==> src/pkg/spc_pkg.sv <==
// Purpose: Constants for the parallel port clocking block of the serializer.
// Assumes: 125 MHz system clock; APB with 32-bit data.
// Notes:   Offsets are byte addresses, one aligned word per register.
package spc_pkg;
  // ==========================================================================
  // Register map
  localparam logic [7:0] ADDR_CTRL      = 8'h00;
  localparam logic [7:0] ADDR_STATUS    = 8'h04;
  localparam logic [7:0] ADDR_INT_STAT  = 8'h08;
  localparam logic [7:0] ADDR_INT_MASK  = 8'h0C;
  localparam logic [7:0] ADDR_TX_CHAR   = 8'h10;

  // ==========================================================================
  // Control register fields
  localparam int CTRL_CLK_SEL    = 0;  // tx_clock_select latch
  localparam int CTRL_RATE_SEL   = 1;  // tx_rate_select latch
  localparam int CTRL_REF_HALF   = 2;  // Reference clock half-rate mode
  localparam int CTRL_RX_HALF    = 3;  // Receive half-rate clocking
  localparam int CTRL_RX_BIST    = 4;  // Receive BIST enable
  localparam int CTRL_PLL_DOWN   = 5;  // Transmit PLL powered down
  localparam int CTRL_RECENTER   = 6;  // phase_buffer_recenter latch
  localparam int CTRL_W          = 7;
  localparam logic [6:0] CTRL_RESET = 7'h40;

  // ==========================================================================
  // Status and interrupt fields
  localparam int STAT_TX_ERR     = 0;
  localparam int STAT_BUF_FAULT  = 1;
  localparam int STAT_REF_LOST   = 2;
  localparam int STAT_PRIMED     = 3;
  localparam int INT_BUF_FAULT   = 0;
  localparam int INT_REF_LOST    = 1;
  localparam int INT_W           = 2;
  localparam logic [1:0] INT_MASK_RESET = 2'h0;

  // ==========================================================================
  // Timing
  localparam int CLK_PERIOD_NS      = 8;
  localparam int REF_TIMEOUT_NS     = 500;  // Longest gap before ref is absent
  localparam int REF_TIMEOUT_CYC    = REF_TIMEOUT_NS / CLK_PERIOD_NS;
  localparam int RX_CLK_HIGH_NS     = 16;   // Least high time of recovered clock
  localparam int RX_CLK_HIGH_CYC    = (RX_CLK_HIGH_NS + CLK_PERIOD_NS - 1) / CLK_PERIOD_NS;
endpackage : spc_pkg

==> src/verilog/spc_port_clocking.sv <==
// Purpose: Transmit capture, phase-align buffer, tx clock synthesis and
//          receive character output of the serializer parallel port.
// Assumes: External clocks are sampled by clk; rx characters come from
//          the deserializer on clk.
// Notes:   Buffer depth is a parameter; ref edges pace the character clock.
//
// What this block does
// - Reference clock paces transmit and may be the transmit capture clock.
// - Clock-select 0 captures characters with the host transmit input clock.
// - Initialized buffer absorbs host clock drift up to half the buffer depth in character cycles.
// - Drift beyond buffer capacity raises the error flag until re-initialized or clock-select 1 is set.
// - Writing 0 to the recenter latch initializes the buffer phase.
// - Error flag from a buffer fault falls once the buffer is initialized or clock-select is 1.
// - Transmit clock output comes from the ref edges, not the character clock.
// - Transmit clock output at ref frequency when rate is 0, twice when 1.
// - Full-rate receive drives characters on each true recovered clock rise.
// - Half-rate receive clock runs at half rate, data on both edges.
// - With receive BIST on, status replaces data bits 1:0 plus status flag.
// - Half-rate reference samples transmit characters on both ref edges.
// - Half-rate reference updates the error output on both ref edges.
// - Characters are captured on the rising edge of the selected clock, or on both ref edges in half-rate reference mode.
// - Error flag also high with PLL powered down or reference absent.
`timescale 1ns/1ps
module spc_port_clocking
  import spc_pkg::*;
#(
  parameter int BUF_DEPTH = 4
) (
  input  wire logic        clk,
  input  wire logic        sys_rst,
  input  wire logic        psel,
  input  wire logic        penable,
  input  wire logic        pwrite,
  input  wire logic [7:0]  paddr,
  input  wire logic [31:0] pwdata,
  output logic      [31:0] prdata,
  output logic             pready,
  output logic             pslverr,
  output logic             irq,
  input  wire logic        ref_clock_in,
  input  wire logic        host_tx_input_clock,
  input  wire logic [9:0]  tx_char_in,
  output logic      [9:0]  txCharOut,
  output logic             txCharValid,
  output logic             tx_clock_out,
  output logic             tx_path_error,
  input  wire logic [9:0]  rxCharIn,
  input  wire logic        rxCharValid,
  input  wire logic [2:0]  bistStatusIn,
  output logic      [9:0]  rx_char_out,
  output logic             recovered_clock_out,
  output logic             recoveredClockOutN,
  output logic             bist_status_flag
);
  // Depth must be a power of two so the pointers wrap by themselves
  if (BUF_DEPTH < 2 || BUF_DEPTH > 16 || (BUF_DEPTH & (BUF_DEPTH - 1)) != 0) begin : g_depth
    $error("BUF_DEPTH must be a power of two from 2 to 16");
  end
  localparam int PW = $clog2(BUF_DEPTH);

  // ==========================================================================
  // Pin synchronisers: stage 0 is read only by stage 1
  logic [1:0] refSync_q, hostSync_q;
  logic       refDly_q, hostDly_q;
  logic [9:0] txMeta_q, txSync_q;
  always_ff @(posedge clk or posedge sys_rst) begin
    if (sys_rst) begin
      refSync_q  <= 2'h0;
      hostSync_q <= 2'h0;
      refDly_q   <= 1'b0;
      hostDly_q  <= 1'b0;
      txMeta_q   <= 10'h000;
      txSync_q   <= 10'h000;
    end else begin
      refSync_q  <= {refSync_q[0], ref_clock_in};
      hostSync_q <= {hostSync_q[0], host_tx_input_clock};
      refDly_q   <= refSync_q[1];
      hostDly_q  <= hostSync_q[1];
      txMeta_q   <= tx_char_in;
      txSync_q   <= txMeta_q;
    end
  end

  // ==========================================================================
  // Control and status registers
  logic [CTRL_W-1:0] ctrl_q;
  logic [INT_W-1:0]  intStat_q, intMask_q;
  logic              bufFault_q, refLost_q, primed_q;
  logic [7:0]        refGap_q;
  logic              wrAcc, rdAcc, recenterPulse;
  assign wrAcc = psel && penable && pready && pwrite;
  assign rdAcc = psel && penable && pready && !pwrite;
  // Recenter fires only on a write of 0 to the latch
  assign recenterPulse = wrAcc && paddr == ADDR_CTRL && !pwdata[CTRL_RECENTER];

  logic refRise, refFall, hostRise, refTick, selRef, refHalf;
  assign refRise  = refSync_q[1] && !refDly_q;
  assign refFall  = !refSync_q[1] && refDly_q;
  assign hostRise = hostSync_q[1] && !hostDly_q;
  assign selRef   = ctrl_q[CTRL_CLK_SEL];
  assign refHalf  = ctrl_q[CTRL_REF_HALF];
  // Character clock: ref rise, or both edges in half-rate mode
  assign refTick  = refRise || (refHalf && refFall);

  // Control latch; writes take effect at the edge that samples pready
  always_ff @(posedge clk or posedge sys_rst) begin
    if (sys_rst) begin
      ctrl_q    <= CTRL_RESET;
      intMask_q <= INT_MASK_RESET;
    end else if (wrAcc) begin
      if (paddr == ADDR_CTRL) ctrl_q <= pwdata[CTRL_W-1:0];
      if (paddr == ADDR_INT_MASK) intMask_q <= pwdata[INT_W-1:0];
    end
  end

  // ==========================================================================
  // APB slave: three-cycle access with one wait state, unmapped address answers with pslverr
  logic mapped;
  assign mapped = paddr inside {ADDR_CTRL, ADDR_STATUS, ADDR_INT_STAT, ADDR_INT_MASK,
                                ADDR_TX_CHAR};
  always_ff @(posedge clk or posedge sys_rst) begin
    if (sys_rst) begin
      pready  <= 1'b0;
      pslverr <= 1'b0;
      prdata  <= 32'h0000_0000;
    end else begin
      pready  <= psel && penable && !pready;
      pslverr <= psel && penable && !pready && !mapped;
      if (psel && penable && !pready && !pwrite) begin
        unique case (paddr)
          ADDR_CTRL:     prdata <= {25'h0, ctrl_q};
          ADDR_STATUS:   prdata <= {28'h0, primed_q, refLost_q, bufFault_q, tx_path_error};
          ADDR_INT_STAT: prdata <= {30'h0, intStat_q};
          ADDR_INT_MASK: prdata <= {30'h0, intMask_q};
          ADDR_TX_CHAR:  prdata <= {22'h0, txCharOut};
          default:       prdata <= 32'h0000_0000;
        endcase
      end
    end
  end

  // ==========================================================================
  // Phase-align buffer, written on host rise, read on the character clock
  logic [9:0] bufMem_q [BUF_DEPTH];
  logic [PW-1:0] wrPtr_q, rdPtr_q;
  logic [PW:0]   fill_q;
  logic          bufWr, bufRd, overflow, underflow;
  assign bufWr     = !selRef && hostRise && !recenterPulse;
  assign bufRd     = !selRef && refTick && primed_q && !recenterPulse;
  assign overflow  = bufWr && !bufRd && fill_q == (PW+1)'(BUF_DEPTH);
  assign underflow = bufRd && !bufWr && fill_q == '0;
  always_ff @(posedge clk) begin
    if (bufWr) bufMem_q[wrPtr_q] <= txSync_q;
  end
  // Reads wait for half the depth, so half the depth in character cycles of drift either way fits
  always_ff @(posedge clk or posedge sys_rst) begin
    if (sys_rst) begin
      wrPtr_q  <= '0;
      rdPtr_q  <= '0;
      fill_q   <= '0;
      primed_q <= 1'b0;
    end else if (recenterPulse) begin
      wrPtr_q  <= '0;
      rdPtr_q  <= '0;
      fill_q   <= '0;
      primed_q <= 1'b0;
    end else begin
      if (bufWr && !overflow) wrPtr_q <= wrPtr_q + 1'b1;
      if (bufRd && !underflow) rdPtr_q <= rdPtr_q + 1'b1;
      if (bufWr && !overflow && !(bufRd && !underflow)) fill_q <= fill_q + 1'b1;
      else if (bufRd && !underflow && !bufWr) fill_q <= fill_q - 1'b1;
      if (!selRef && fill_q >= (PW+1)'(BUF_DEPTH / 2)) primed_q <= 1'b1;
    end
  end

  // Sticky buffer fault, cleared only by re-initializing the buffer
  always_ff @(posedge clk or posedge sys_rst) begin
    if (sys_rst) bufFault_q <= 1'b0;
    else if (recenterPulse) bufFault_q <= 1'b0;
    else if (overflow || underflow) bufFault_q <= 1'b1;
  end

  // Captured character toward the serializer
  always_ff @(posedge clk or posedge sys_rst) begin
    if (sys_rst) begin
      txCharOut   <= 10'h000;
      txCharValid <= 1'b0;
    end else begin
      txCharValid <= (selRef && refTick) || (bufRd && !underflow);
      if (selRef && refTick) txCharOut <= txSync_q;
      else if (bufRd && !underflow) txCharOut <= bufMem_q[rdPtr_q];
    end
  end

  // ==========================================================================
  // Reference presence watchdog
  always_ff @(posedge clk or posedge sys_rst) begin
    if (sys_rst) begin
      refGap_q  <= 8'h00;
      refLost_q <= 1'b0;
    end else if (refRise || refFall) begin
      refGap_q  <= 8'h00;
      refLost_q <= 1'b0;
    end else if (refGap_q == 8'(REF_TIMEOUT_CYC)) begin
      refLost_q <= 1'b1;
    end else begin
      refGap_q  <= refGap_q + 8'h01;
    end
  end

  // Error output: fault moves on the character clock, PLL or ref loss at once
  always_ff @(posedge clk or posedge sys_rst) begin
    if (sys_rst) tx_path_error <= 1'b0;
    else if (ctrl_q[CTRL_PLL_DOWN] || refLost_q) tx_path_error <= 1'b1;
    else if (refTick) tx_path_error <= bufFault_q && !selRef;
  end

  // Sticky interrupt flags; each is set once, in the cycle its event starts
  logic [INT_W-1:0] intSet;
  assign intSet = {!refLost_q && refGap_q == 8'(REF_TIMEOUT_CYC) && !(refRise || refFall),
                   (overflow || underflow) && !bufFault_q};
  // A read clears only the bits it reported, so an event after the snapshot survives
  always_ff @(posedge clk or posedge sys_rst) begin
    if (sys_rst) begin
      intStat_q <= '0;
      irq       <= 1'b0;
    end else begin
      intStat_q <= ((rdAcc && paddr == ADDR_INT_STAT) ? intStat_q & ~prdata[INT_W-1:0]
                                                      : intStat_q) | intSet;
      irq       <= |(intStat_q & intMask_q);
    end
  end

  // ==========================================================================
  // Transmit clock synthesis from the reference clock edges
  logic [7:0] halfGap_q, sinceEdge_q;
  always_ff @(posedge clk or posedge sys_rst) begin
    if (sys_rst) begin
      tx_clock_out <= 1'b0;
      halfGap_q    <= 8'h00;
      sinceEdge_q  <= 8'h00;
    end else if (refRise || refFall) begin
      halfGap_q    <= sinceEdge_q;
      sinceEdge_q  <= 8'h00;
      // Rate 1 rises at every ref edge; rate 0 simply follows the ref
      tx_clock_out <= ctrl_q[CTRL_RATE_SEL] ? 1'b1 : refRise;
    end else begin
      sinceEdge_q  <= sinceEdge_q + 8'h01;
      if (ctrl_q[CTRL_RATE_SEL] && sinceEdge_q == (halfGap_q >> 1)) tx_clock_out <= 1'b0;
    end
  end

  // ==========================================================================
  // Receive output and recovered clock pair
  logic       rxHalf_q;
  logic [1:0] rxHigh_q;
  // Rate mode is taken only while no character is being delivered
  always_ff @(posedge clk or posedge sys_rst) begin
    if (sys_rst) rxHalf_q <= 1'b0;
    else if (!rxCharValid && rxHigh_q == 2'h0) rxHalf_q <= ctrl_q[CTRL_RX_HALF];
  end

  always_ff @(posedge clk or posedge sys_rst) begin
    if (sys_rst) begin
      rx_char_out         <= 10'h000;
      bist_status_flag    <= 1'b0;
      recovered_clock_out <= 1'b0;
      recoveredClockOutN  <= 1'b1;
      rxHigh_q            <= 2'h0;
    end else if (rxCharValid) begin
      rx_char_out[9:2] <= rxCharIn[9:2];
      // BIST status takes over the low bits
      rx_char_out[1:0] <= ctrl_q[CTRL_RX_BIST] ? bistStatusIn[1:0] : rxCharIn[1:0];
      bist_status_flag <= ctrl_q[CTRL_RX_BIST] && bistStatusIn[2];
      if (rxHalf_q) begin
        recovered_clock_out <= !recovered_clock_out;
        recoveredClockOutN  <= recovered_clock_out;
      end else begin
        recovered_clock_out <= 1'b1;
        recoveredClockOutN  <= 1'b0;
        rxHigh_q            <= 2'(RX_CLK_HIGH_CYC);
      end
    end else if (rxHigh_q != 2'h0) begin
      rxHigh_q <= rxHigh_q - 2'h1;
      if (rxHigh_q == 2'h1) begin
        recovered_clock_out <= 1'b0;
        recoveredClockOutN  <= 1'b1;
      end
    end
  end

  // ==========================================================================
  // Assertions
  a_fault_sticky: assert property (@(posedge clk) disable iff (sys_rst)
    bufFault_q && !recenterPulse |=> bufFault_q) else $error("buffer fault dropped");
  a_recenter_clear: assert property (@(posedge clk) disable iff (sys_rst)
    recenterPulse |=> !bufFault_q && fill_q == '0) else $error("recenter failed");
  a_err_low_ok: assert property (@(posedge clk) disable iff (sys_rst)
    refTick && !ctrl_q[CTRL_PLL_DOWN] && !refLost_q && bufFault_q && !selRef
    |=> tx_path_error) else $error("error low with fault");
  a_pll_down: assert property (@(posedge clk) disable iff (sys_rst)
    ctrl_q[CTRL_PLL_DOWN] |=> tx_path_error) else $error("pll down not flagged");
  a_ref_lost: assert property (@(posedge clk) disable iff (sys_rst)
    !(refRise || refFall) [*8] ##0 refGap_q == 8'(REF_TIMEOUT_CYC) |-> ##[1:2] tx_path_error)
    else $error("ref loss not flagged");
  a_ref_capture: assert property (@(posedge clk) disable iff (sys_rst)
    selRef && refTick |=> txCharValid && txCharOut == $past(txSync_q))
    else $error("ref capture wrong");
  a_host_order: assert property (@(posedge clk) disable iff (sys_rst)
    selRef && !recenterPulse |=> wrPtr_q == $past(wrPtr_q))
    else $error("buffer written in ref mode");
  a_rate_follow: assert property (@(posedge clk) disable iff (sys_rst)
    !ctrl_q[CTRL_RATE_SEL] && refFall |=> !tx_clock_out) else $error("rate 0 clock wrong");
  a_rx_full: assert property (@(posedge clk) disable iff (sys_rst)
    rxCharValid && !rxHalf_q |=> recovered_clock_out && !recoveredClockOutN)
    else $error("full rate clock wrong");
  a_rx_half: assert property (@(posedge clk) disable iff (sys_rst)
    rxCharValid && rxHalf_q |=> recovered_clock_out != $past(recovered_clock_out))
    else $error("half rate clock wrong");
  a_bist_bits: assert property (@(posedge clk) disable iff (sys_rst)
    rxCharValid && ctrl_q[CTRL_RX_BIST] |=> rx_char_out[1:0] == $past(bistStatusIn[1:0]))
    else $error("bist bits wrong");
endmodule : spc_port_clocking

==> config.mk <==
export PLATFORM = sky130hd
export DESIGN_NAME = spc_port_clocking
export DESIGN_NICKNAME = d
export VERILOG_FILES = /design/src/pkg/spc_pkg.sv /design/src/verilog/spc_port_clocking.sv
export SDC_FILE = /design/constraint.sdc
export NUM_CORES = 1
export LEC_CHECK = 0
export ABC_CLOCK_PERIOD_IN_PS = 6900
export BUFFER_PORTS_ARGS = -buffer_cell sky130_fd_sc_hd__buf_2
export CORE_ASPECT_RATIO = 0.6
export CORE_MARGIN = 10
export CORE_UTILIZATION = 57
export CTS_CLUSTER_SIZE = 14
export DETAILED_ROUTE_END_ITERATION = 8
export PLACE_DENSITY_LB_ADDON = 0.08
export SYNTH_ARGS = -nofsm -noshare
export SYNTH_HDL_FRONTEND = slang
export SYNTH_SLANG_ARGS = --single-unit
==> constraint.sdc <==
create_clock -name clk -period 6.9 [get_ports clk]
set_input_delay 1.035 -clock clk [delete_from_list [all_inputs] [get_ports clk]]
set_output_delay 1.035 -clock clk [all_outputs]
set_load 0.02 [all_outputs]
# After elaboration in Yosys (flattened, before gate mapping)
# Memory sizes are Yosys's and may differ from the RTL's.
# Cells that the tools add are included.
dict set report op_classes {
  add_sub_neg 7
  n_bitwise 4
  eq_ne 10
  order_cmp 1
  muxes 39
  n_reduce_logical 81
}
# op count
set ops {}
lappend ops {{one-hot mux 10 bit (5 select lines)} 1}
lappend ops {{logical AND 1 bit} 36}
lappend ops {{two-way mux 8 bit} 3}
lappend ops {{nonzero test 2 bit} 11}
lappend ops {{two-way mux 1 bit} 21}
lappend ops {{two-way mux 10 bit} 2}
lappend ops {{logical NOT 1 bit} 19}
lappend ops {{two-way mux 2 bit} 9}
lappend ops {{adder 8 x 1 -> 8 bit, second input constant} 2}
lappend ops {{equality test 8 x 4 -> 1 bit, second input constant} 2}
lappend ops {{two-way mux 3 bit} 3}
lappend ops {{equality test 8 x 3 -> 1 bit, second input constant} 1}
lappend ops {{equality test 8 x 5 -> 1 bit, second input constant} 1}
lappend ops {{equality test 8 x 6 -> 1 bit, second input constant} 1}
lappend ops {{equality test 8 x 7 -> 1 bit} 1}
lappend ops {{logical NOT 8 bit} 1}
lappend ops {{AND reduction 2 bit} 4}
lappend ops {{logical OR 1 bit} 5}
lappend ops {{nonzero test 5 bit} 1}
lappend ops {{adder 2 x 1 -> 2 bit, second input constant} 2}
lappend ops {{bitwise AND 2 bit} 2}
lappend ops {{!= test 2 bit, second input constant} 2}
lappend ops {{adder 3 x 1 -> 3 bit, second input constant} 1}
lappend ops {{equality test 3 bit, second input constant} 1}
lappend ops {{10 further kinds} 10}
dict set report totals {
  register_bits 135
  n_memories 1
  mem_bits_rw 40
}
# memory words width rd rd_ports_with_merged_regs write_ports line
set mem_list {}
lappend mem_list {bufMem_q 4 10 1 0 1 spc_port_clocking.sv:144} ;# logic [9:0] bufMem_q [BUF_DEPTH];

# Logic depth before layout (Yosys ltp)
# Gate-level depths: netlist (run 1).
dict set report depth {
  depth_word 16
  depth_mapped 10
}

# Least setup slack after synthesis (run 1)
# OpenSTA, ideal clock, no wires.
dict set report synth_path {
  path_kind {input to register}
  start {in paddr[4]}
  end {reg fill_q[2]}
  setup_slack_ps 3706
  setup_time_ps 136
  t_arrival_ps 3058
  stages 10
  required_ps 6764
  cell_sequence {buf_6 -> nor4_1 -> and4_1 -> clkbuf_1 -> nor3_1 -> fa_1 -> nor2b_1 -> and4_1 -> a211oi_1 -> nor3_1}
}
dict set report synth_via {
  elab_chain_len 14
  elab_cells_between_ends 22
  classes_between {mux (2); reduce/logical (20)}
}
# element line
set synth_rtl {}
lappend synth_rtl {{start: declaration} spc_port_clocking.sv:34} ;# input wire logic [7:0] paddr,
lappend synth_rtl {{logical NOT 8 bit *} spc_port_clocking.sv:94} ;# assign recenterPulse = wrAcc && paddr == ADDR_CTRL && !pwdata[CTRL_RECENTER];
lappend synth_rtl {{logical AND 1 bit * (2 in series)} spc_port_clocking.sv:94}
lappend synth_rtl {{logical NOT 1 bit} {spc_port_clocking.sv:148, spc_port_clocking.sv:149}}
lappend synth_rtl {{logical AND 1 bit} spc_port_clocking.sv:148} ;# assign bufWr = !selRef && hostRise && !recenterPulse;
lappend synth_rtl {{logical NOT 1 bit} {spc_port_clocking.sv:151, spc_port_clocking.sv:171}}
lappend synth_rtl {{logical AND 1 bit (2 in series)} spc_port_clocking.sv:151} ;# assign underflow = bufRd && !bufWr && fill_q == '0;
lappend synth_rtl {{logical NOT 1 bit} {spc_port_clocking.sv:170, spc_port_clocking.sv:171}}
lappend synth_rtl {{logical AND 1 bit} {spc_port_clocking.sv:170, spc_port_clocking.sv:171}}
lappend synth_rtl {{logical NOT 1 bit} spc_port_clocking.sv:170} ;# if (bufWr && !overflow && !(bufRd && !underflow)) fill_q <= fill_q + 1'b1;
lappend synth_rtl {{logical AND 1 bit} spc_port_clocking.sv:170}
lappend synth_rtl {{two-way mux 3 bit} spc_port_clocking.sv:170}
lappend synth_rtl {{two-way mux 3 bit} spc_port_clocking.sv:162} ;# end else if (recenterPulse) begin
lappend synth_rtl {{end signal: assignment} spc_port_clocking.sv:170}
lappend synth_rtl {{end signal: assignment} spc_port_clocking.sv:171} ;# else if (bufRd && !underflow && !bufWr) fill_q <= fill_q - 1'b1;
lappend synth_rtl {{end: declaration} spc_port_clocking.sv:146} ;# logic [PW:0] fill_q;
# Mark *: on every way between the ends. The rest lies on a longest branch, timed or not.
# A chain may end at the register's enable or synchronous reset.

# Worst setup path after layout (run 1)
# Ends and elaborated chain as after synthesis.

==> results.yml, run 1 <==
detailed_routing:
  ant_nets: 0
  drt-total-wl_um: 14350
  top_layer_used: "met4"
  wl_met2_um: 6561
  dr.pass1.iters: 5
  drt-initial-drc-count: 287
  dr_total_vias: 4274
  wl_met3_um: 1104
  m1WireLength_um: 6476
  wire_per_inst_um: 18.76
  avgViaCountPerCell: 5.587
  drc_errors: 0
sta:
  worstMarginPinSlew_ps: 832.3
  clock_skew_ps: 13.03
  clock.fmax_ghz: 0.3041
  finalCritPeriodShare: 0.4765
  setup_tns_ps: 0
  period_needed_ps: 3288
  rsz0062_at_grt: "no"
  final_hold_viol_count: 0
  relSlewSlack: 0.4452
  finalSetupViolations: 0
  finalMaxSlewViolations: 0
clock_network:
  numClockSinks: 152
  holdBufCountCts: 0
  clk_pin_slew_worst_paths_ps: 60
  cts_buffers: 17
  clock_path_buffers: 2
  post_cts_resized: 0
  postCtsSetupBuffers: 0
  root_buffer: "clkbuf_16"
  cts-htree-levels: 4
  clk_latency_ps: 420
  cts_tree: "yes"
global_route:
  grt_pass1_vias: 4261
  grt_util_all_layers: 0.1814
  gr-total-overflow: 0
  grt_max_degree: 62
  grt_pass1_wl_um: 23030
  antenna_found_initial: 0
yosys:
  ys_warn_count: 0
  ys_seq_elements: 152
  synth_cells: 508
  yosysTopAreaCellShare: 0.4180
  synthTopCellsByArea: "dfrtp_1 (42%), edfxtp_1 (18%), mux2_2 (3.8%), mux4_2 (3.4%), buf_4 (2.5%)"
  syn_avg_cell_area_um2: 12.96
  yosysSeqAreaShare: 0.6084
  postSynth.asyncResetShare: 0.7368
  synth_edf_count: 40
  synth-main-ff-cell: "dfrtp_1"
  yosys.cell_types.count: 64
  syn_area_um2: 6585
  yosys.area.top_type: "dfrtp_1"
layout:
  layout_common_cells: "dfrtp_1 (110), buf_2 (84), edfxtp_1 (40), nand2_1 (28)"
  n_fill_cell: 822
  utilization: 0.6723
  nNetsFinal: 675
  multi_input_comb_area_um2: 2330
  final_common_cell: "dfrtp_1"
  insertedDiodeCount: 0
  syn2layout_area_growth_pct: 15.35
  seq_area_um2: 4006
  drive_gt1_frac: 0.2777
critical_path:
  slowest_stage: "and4_1"
  required_ps: 7180
  rr_worst_depth: 8
  crit_chain: "buf_2, nor4_1, and4_1, nor3_1, fa_1, nor2b_1, and4_1, a211oi_1, nor3_1"
  timing.rr.end: "fill_q[2]"
  cp_max_fo: 11
  path_class: "input port to register"
  crit_arrival_ps: 3570
  cpPeakStageDelay_ps: 580
  r2r-start: "pready"
  setup.worst_path.start_class: "input port"
  crit_buf_inv: 1
  crit_family: "simple AND/OR/NAND/NOR gates"
  critPathCaptureType: "register"
  reg2reg_setup_slack_ps: 4140
pwr:
  p_per_area_nw_per_um2: 327.6
  peakVddDrop_v: 0.0001987
  cellLeakagePower_nw: 3.383
min_path:
  min_from: "txMeta_q[6]"
  whs_endpoint: "txSync_q[6]"
  min_path_cells: 0
  hold_path_class: "register to register"
flow_run:
  maxCapViolCount: 0
die:
  dieArea_um2: 16390
  num_rows: 30
  chipWidth_um: 158.8
  pin_count: 132
  core_um2: 11300
  start_util: 0.5828
  die_h_um: 103.3
run_status:
  outcome: "finished, final reports clean"
place:
  numPortBuffers: 84
  routabilityCongestion: 0.7620
  place_hpwl_um: 10200
==> flip-flops by register name, indices dropped and copies added, names as in the netlist, 3 cells and up <==
signal,count
bufMem_q,40
ctrl_q,7
fill_q,3
halfGap_q,7
prdata,10
refGap_q,8
rx_char_out,10
sinceEdge_q,8
txCharOut,10
txMeta_q,10
txSync_q,10
==> worst register-to-register path, stage by stage, from the launching register on <==
cell and delay [ps]:
dfrtp_1 440, and4_1 360, and4_1 530, nor3_1 150, fa_1 420, nor2b_1 140
and4_1 220, a211oi_1 260, nor3_1 90
==> synth_stat cells (3+ instances only) <==
cell	count
dfrtp_1	110
a211oi_1	3
ha_1	11
nor4_1	3
a21oi_1	19
and4_1	5
mux2_1	5
mux2_2	22
o21ai_0	10
xnor2_1	14
a21o_1	3
and2_1	18
nand4_1	5
and3_1	3
xor2_1	5
a22oi_1	3
clkbuf_1	17
mux2i_1	8
nor2_1	22
nand2_1	28
nor2b_1	4
o211ai_1	10
nand3_1	21
nor3_1	10
inv_1	21
a31oi_1	6
edfxtp_1	40
a22o_1	3
or3b_2	4
mux4_2	10
buf_4	22
==> final cells by class <==
cell class | instances | share of cell area
clock buffer | 18 | 0.05650
clock inverter | 14 | 0.01400
inverter | 21 | 0.01071
multi-input combinational | 313 | 0.3067
sequential | 152 | 0.5274
tap | 160 | 0.02635
timing repair buffer | 87 | 0.05831
==> how the worst max path moves through the flow <==
stage	from	endpoint	cells after the start
floorplan	sys_rst	bist_status_flag	1
global placement	paddr[4]	fill_q[2]	9
detailed placement	paddr[4]	fill_q[2]	9
CTS	paddr[4]	fill_q[2]	9
global route	paddr[4]	fill_q[2]	9
finish	paddr[4]	fill_q[2]	9
==> report_power, final <==
part / leakage, nW / switching, W / internal (W)
Sequential: 1.75 / 0.000125 / 0.00104
Clock: 0.261 / 0.000357 / 0.000490
Combinational: 1.37 / 0.000264 / 0.000214
Total: 3.38 / 0.000746 / 0.00174
==> through the flow <==
| step | std cells | hold slack, ps | setup WS [ps] | total power (W) | cell area [um^2] |
|---|---|---|---|---|---|
| 3_5_place_dp | 733 | 334.7 | 3188 | 0.001660 | 7061 |
| 2_1_floorplan | 529 | 331.2 | 2909 | 0.001502 | 6664 |
| 5_1_grt | 765 | 360.3 | 3493 | 0.002611 | 7596 |
| 3_3_place_gp | 733 | 332.8 | 3371 | 0.001632 | 7061 |
| 4_1_cts | 765 | 344.3 | 3637 | 0.002505 | 7596 |
| 6_report | 765 | 343.3 | 3612 | 0.002489 | 7596 |
==> routing by layer <==
layer,GRT usage,up-vias
li1,-,1952
met1,0.2447,2120
met2,0.2712,182
met3,0.05929,20
met4,0.06581,0
met5,0,-
==> cell families (layout without fill, tap and decap cells) <==
logic type / count (synthesis) / after routing / share of synthesized area
muxes: 45 / 45 / 0.09253
buffers and inverters: 64 / 140 / 0.05054
DFF: 152 / 152 / 0.6084
adders and majority gates: 12 / 12 / 0.02394
xor gates and xnor gates: 19 / 19 / 0.02527
AOI/OAI and AO/OA: 76 / 76 / 0.08171
other: 1 / 22 / 0.0005695
and+or+nand+nor: 139 / 139 / 0.1170
Power figures use the tool's default switching activity.
==> run 2, diff against run 1 <==
--- a/config.mk
+++ b/config.mk
@@ -5,11 +5,11 @@
 export SDC_FILE = /design/constraint.sdc
 export NUM_CORES = 1
 export LEC_CHECK = 0
-export ABC_CLOCK_PERIOD_IN_PS = 6900
+export ABC_CLOCK_PERIOD_IN_PS = 2700
 export BUFFER_PORTS_ARGS = -buffer_cell sky130_fd_sc_hd__buf_2
 export CORE_ASPECT_RATIO = 0.6
 export CORE_MARGIN = 10
-export CORE_UTILIZATION = 57
+export CORE_UTILIZATION = 50
 export CTS_CLUSTER_SIZE = 14
 export DETAILED_ROUTE_END_ITERATION = 8
 export PLACE_DENSITY_LB_ADDON = 0.08
==> constraint.sdc (replaced) <==
create_clock -name clk -period 2.7 [get_ports clk]
set_input_delay 0.405 -clock clk [delete_from_list [all_inputs] [get_ports clk]]
set_output_delay 0.405 -clock clk [all_outputs]
set_load 0.02 [all_outputs]
==> results.yml, run 2 (same netlist as run 1, synthesis figures left out) <==
run_status:
  outcome: "finished, final reports clean"
detailed_routing:
  ant_nets: 0
  drc_errors: 0
  drt-total-wl_um: 14600
  wire_per_inst_um: 18.62
  dr.pass1.iters: 4
  drt-initial-drc-count: 325
  dr_total_vias: 4261
  avgViaCountPerCell: 5.435
critical_path:
  crit_arrival_ps: 2710
  required_ps: 2990
  critPathCaptureType: "register"
  setup.worst_path.start_class: "register"
  cp_max_fo: 7
  path_class: "register to register"
sta:
  worstMarginPinSlew_ps: 773.3
  period_needed_ps: 2425
  clock.fmax_ghz: 0.4124
  relSlewSlack: 0.4844
  clock_skew_ps: 9.560
  worst_slack_ps: 275.0
  finalMaxSlewViolations: 0
  finalCritPeriodShare: 0.8981
  rsz0062_at_grt: "no"
  setup_tns_ps: 0
  finalSetupViolations: 0
  final_hold_viol_count: 0
min_path:
  hold_path_class: "input port to async pin"
global_route:
  grt_util_all_layers: 0.1603
  gr-total-overflow: 0
  grt_pass1_vias: 4274
  grt_max_degree: 52
  grt_pass1_wl_um: 23230
  antenna_found_initial: 0
place:
  place_hpwl_um: 10350
  numPortBuffers: 84
  routabilityCongestion: 0.8319
  place_worst_setup_slack_ps: 201.0
die:
  core_um2: 12850
  pin_count: 132
  dieArea_um2: 18310
  chipWidth_um: 168.2
  die_h_um: 108.9
  num_rows: 32
  start_util: 0.5124
flow_run:
  maxCapViolCount: 0
layout:
  syn2layout_area_growth_pct: 18.35
  nNetsFinal: 684
  n_fill_cell: 1028
  largest-register: "bufMem_q"
  drive_gt1_frac: 0.2915
  final_common_cell: "dfrtp_1"
  largest_reg_flops: 40
  insertedDiodeCount: 0
  layout_common_cells: "dfrtp_1 (110), buf_2 (84), edfxtp_1 (40), nand2_1 (28)"
clock_network:
  postCtsSetupBuffers: 0
  numClockSinks: 152
  clk_pin_slew_worst_paths_ps: 60
  cts_buffers: 17
  holdBufCountCts: 0
  clk_latency_ps: 420
  post_cts_resized: 0
  root_buffer: "clkbuf_16"
  cts-htree-levels: 4
  clock_path_buffers: 2
  cts_tree: "yes"
pwr:
  peakVddDrop_v: 0.0003980
  cellLeakagePower_nw: 3.472
  p_per_area_nw_per_um2: 862.5
run 2: cell types whose count changed in the layout (fill, tap and decap cells not counted):
| cell | delta |
|---|---|
| buf_4 | +7 |
| inv_6 | +1 |
| clkinv_4 | +4 |
| buf_12 | +2 |
| bufinv_16 | +3 |
| clkinv_1 | -2 |
| clkinv_2 | -3 |
| inv_4 | -3 |
run 2: cell type report:
cell class | count | area (um^2) | share of cell area
tap | 170 | 212.7 | 0.02729
clock inverter | 14 | 197.7 | 0.02537
inverter | 21 | 82.58 | 0.01060
clock buffer | 18 | 429.2 | 0.05507
multi-input combinational | 313 | 2330 | 0.2989
timing repair buffer | 96 | 535.5 | 0.06871
sequential | 152 | 4006 | 0.5140
run 2: layer usage:
| metal | global-route usage | up-vias | part of all wire |
|---|---|---|---|
| met5 | 0 | - | 0 |
| li1 | - | 1986 | - |
| met3 | 0.05138 | 20 | 0.070 |
| met2 | 0.2396 | 137 | 0.45 |
| met1 | 0.2169 | 2118 | 0.46 |
| met4 | 0.05693 | 0 | 0.020 |
run 2: stage by stage:
| stage | total power [W] | std cells | hold WS [ps] | area [um^2] | utilization |
|---|---|---|---|---|---|
| after detailed placement | 0.004258 | 752 | 335.5 | 7167 | 0.5576 |
| after CTS | 0.006774 | 784 | 79.14 | 7794 | 0.6064 |
| after floorplan | 0.003838 | 529 | 331.2 | 6668 | - |
| after global routing | 0.007027 | 784 | 75.10 | 7794 | 0.6064 |
| final | 0.006722 | 784 | 73.40 | 7794 | 0.6064 |
| after global placement | 0.004208 | 752 | 332.6 | 7167 | 0.5576 |
run 2: final timing paths:
kind                                to  cells past startpoint          start  slack (ps)
max                          fill_q[2]                      8      fill_q[1]         280
min                        rxHigh_q[1]                      2        sys_rst          70
max reg2reg                  fill_q[2]                      8      fill_q[1]         280
min reg2reg                txSync_q[7]                      0    txMeta_q[7]         350
max in group asynchronous  txMeta_q[7]                      3        sys_rst        1970
min in group clk           txMeta_q[5]                      1  tx_char_in[5]          90
run 2: critical path: stages (launching register included):
cell and delay, ps:
dfrtp_1 460, or3b_2 500, o21ai_0 120, nor3_1 90, fa_1 410, nor2b_1 150
and4_1 220, a211oi_1 270, nor3_1 80
run 2: where the power goes:
| group | total, W | switching [W] | internal [W] |
|---|---|---|---|
| registers | 0.00293 | 0.000274 | 0.00266 |
| clock network | 0.00251 | 0.000955 | 0.00155 |
| logic | 0.00128 | 0.000721 | 0.000561 |
==> run 3, diff against run 2 <==
--- a/config.mk
+++ b/config.mk
@@ -5,6 +5,7 @@
 export SDC_FILE = /design/constraint.sdc
 export NUM_CORES = 1
 export LEC_CHECK = 0
+export ABC_AREA = 1
 export ABC_CLOCK_PERIOD_IN_PS = 2700
 export BUFFER_PORTS_ARGS = -buffer_cell sky130_fd_sc_hd__buf_2
 export CORE_ASPECT_RATIO = 0.6
@@ -12,6 +13,7 @@
 export CORE_UTILIZATION = 50
 export CTS_CLUSTER_SIZE = 14
 export DETAILED_ROUTE_END_ITERATION = 8
+export GPL_TIMING_DRIVEN = 0
 export PLACE_DENSITY_LB_ADDON = 0.08
 export SYNTH_ARGS = -nofsm -noshare
 export SYNTH_HDL_FRONTEND = slang
==> results.yml, run 3 <==
clock_network:
  clock_path_buffers: 2
  clk_pin_slew_worst_paths_ps: 70
  cts_buffers: 17
  holdBufCountCts: 1
  root_buffer: "clkbuf_16"
  postCtsSetupBuffers: 0
  clk_latency_ps: 420
  cts-htree-levels: 4
  numClockSinks: 152
  post_cts_resized: 0
  cts_tree: "yes"
yosys:
  yosysTopAreaCellShare: 0.4147
  synth_mux_area_frac: 0.006786
  ys_seq_elements: 152
  ys_warn_count: 0
  synthAdderAreaFrac: 0.02375
  synth_cells: 680
  syn_area_um2: 6638
  synth-main-ff-cell: "dfrtp_1"
  synth_compound_area_frac: 0.07747
  postSynth.asyncResetShare: 0.7368
  syn_avg_cell_area_um2: 9.761
  yosys.area.top_type: "dfrtp_1"
  synth_top_family_by_area: "simple AND/OR/NAND/NOR gates"
  yosysSeqAreaShare: 0.6036
  yosys.cell_types.count: 40
  ys_top_cells_by_count: "nand2_1 (147), dfrtp_1 (110), inv_1 (76), nor2_1 (67), nand3_1 (52)"
  synth_xor_area_frac: 0.006598
  synth_edf_count: 40
  synth.most_common_cell: "nand2_1"
  synthTopCellsByArea: "dfrtp_1 (41%), edfxtp_1 (18%), nand2_1 (8.3%), inv_1 (4.3%), nand3_1 (3.9%)"
  yosys.area_share.simple: 0.2006
sta:
  setup_tns_ps: 0
  period_needed_ps: 2289
  final_hold_viol_count: 0
  clock_skew_ps: 10.10
  finalCritPeriodShare: 0.8476
  worstMarginPinSlew_ps: 1153
  relSlewSlack: 0.2285
  worst_slack_ps: 411.5
  rsz0062_at_grt: "no"
  clock.fmax_ghz: 0.4370
  finalMaxSlewViolations: 0
  finalSetupViolations: 0
pwr:
  clkPwrFrac: 0.355
  p_seq_frac: 0.418
  p_sw_w: 0.002245
  peakVddDrop_v: 0.0003664
  p_per_area_nw_per_um2: 849.4
  p_sw_frac: 0.3293
  p_comb_frac: 0.227
  power.internal_w: 0.004573
  cellLeakagePower_nw: 3.934
critical_path:
  cp_max_fo: 6
  setup.worst_path.start_class: "register"
  cpPeakStageDelay_ps: 400
  crit_arrival_ps: 2600
  path_class: "register to register"
  slowest_stage: "dfrtp_1"
  reg2reg_setup_slack_ps: 410
  critPathMostFrequentCell: "nand2_1"
  required_ps: 3010
  crit_family: "simple AND/OR/NAND/NOR gates"
  crit_chain: "inv_1, ha_1, nand2_1, nand2_1, nand3_1, nand4_1, inv_1, fa_1, xor2_1, inv_1, nand2_1, nand2_1, nand2_1, nand2_1"
  crit_buf_inv: 3
  critPathCaptureType: "register"
layout:
  layout_common_cells: "nand2_1 (147), dfrtp_1 (110), buf_2 (86), inv_1 (75), nor2_1 (67)"
  utilization: 0.6206
  syn2layout_area_growth_pct: 20.92
  n_fill_cell: 1081
  largest_reg_flops: 40
  insertedDiodeCount: 0
  nNetsFinal: 891
  final_common_cell: "nand2_1"
  drive_gt1_frac: 0.2095
  largest-register: "bufMem_q"
die:
  pin_count: 132
  core_um2: 12930
  num_rows: 32
  start_util: 0.5133
  dieArea_um2: 18440
  chipWidth_um: 168.7
  die_h_um: 109.3
detailed_routing:
  ant_nets: 0
  drt-total-wl_um: 16160
  drt-initial-drc-count: 299
  drc_errors: 0
  avgViaCountPerCell: 5.119
  wire_per_inst_um: 16.31
  dr.pass1.iters: 5
  dr_total_vias: 5073
global_route:
  grt_max_degree: 36
  grt_util_all_layers: 0.1779
  grt_pass1_vias: 4904
  grt_pass1_wl_um: 25940
  antenna_found_initial: 0
  gr-total-overflow: 0
place:
  routabilityCongestion: 0.8542
  place_worst_setup_slack_ps: 368.9
  place_hpwl_um: 12030
  numPortBuffers: 84
run_status:
  outcome: "finished, final reports clean"
flow_run:
  maxCapViolCount: 0
min_path:
  hold_path_class: "input port to register"
run 3: cell types whose count changed in the layout (fill, tap and decap cells not counted), sizes merged, moves of 16 or more:
cell	delta
inv	+64
o21ai	+38
nand2	+124
nor2	+48
nand3	+32
buf	+16
and2	-18
mux2	-23
run 3: final timing paths:
path / startpoint / end / cells after the start
setup / recovery: refSync_q[1] / fill_q[2] / 14
hold / removal: tx_char_in[9] / txMeta_q[9] / 1
setup reg to reg: refSync_q[1] / fill_q[2] / 14
hold reg to reg: txMeta_q[4] / txSync_q[4] / 0
max in group asynchronous: sys_rst / ctrl_q[6] / 5
min in group asynchronous: sys_rst / refGap_q[7] / 3
run 3: power by group through the flow:
stage                     logic [W]  registers (W)  clock network (W)
final                       0.00155        0.00285            0.00242
after global routing        0.00173        0.00288            0.00256
after CTS                   0.00155        0.00285            0.00246
after detailed placement    0.00154        0.00288                  0
after global placement      0.00147        0.00288                  0
after floorplan            0.000931        0.00298                  0
run 3: layout make-up:
class                      instances  area (um^2)  share of cell area
buffer                            41        246.5             0.03071
clock inverter                    15        177.7             0.02214
inverter                          77        292.8             0.03648
clock buffer                      17        425.4             0.05300
timing repair buffer              88        490.5             0.06111
multi-input combinational        431         2175              0.2709
sequential                       152         4006              0.4991
tap                              170        212.7             0.02650
run 3: per-layer routing:
layer	part of all wire	vias up	GRT usage
li1	-	2442	-
met1	0.46	2438	0.2454
met2	0.44	179	0.2638
met3	0.094	14	0.05929
met4	0.0087	0	0.04889
met5	0	-	0
run 3: kinds of logic after synthesis:
logic type / after synthesis
compound gates: 88
xor+xnor: 5
fa+ha+maj: 12
buf+inv: 118
flops: 152
mux: 4
other cells: 1
simple gates: 300
run 3: worst register-to-register path: stages (launching register included):
cell and delay [ps]:
dfrtp_1 400, inv_1 60, ha_1 140, nand2_1 70
nand2_1 160, nand3_1 150, nand4_1 240, inv_1 110
fa_1 380, xor2_1 200, inv_1 60, nand2_1 60
nand2_1 50, nand2_1 60, nand2_1 50
run 3: metrics by stage:
| stage | cells | hold slack [ps] | instance area, um^2 | power, W |
|---|---|---|---|---|
| 2_1_floorplan | 701 | 331.2 | 6720 | 0.003907 |
| 3_3_place_gp | 955 | 334.5 | 7353 | 0.004344 |
| 3_5_place_dp | 958 | 334.7 | 7413 | 0.004421 |
| 4_1_cts | 991 | 69.39 | 8026 | 0.006866 |
| 5_1_grt | 991 | 73.11 | 8026 | 0.007177 |
| 6_report | 991 | 82.51 | 8026 | 0.006818 |
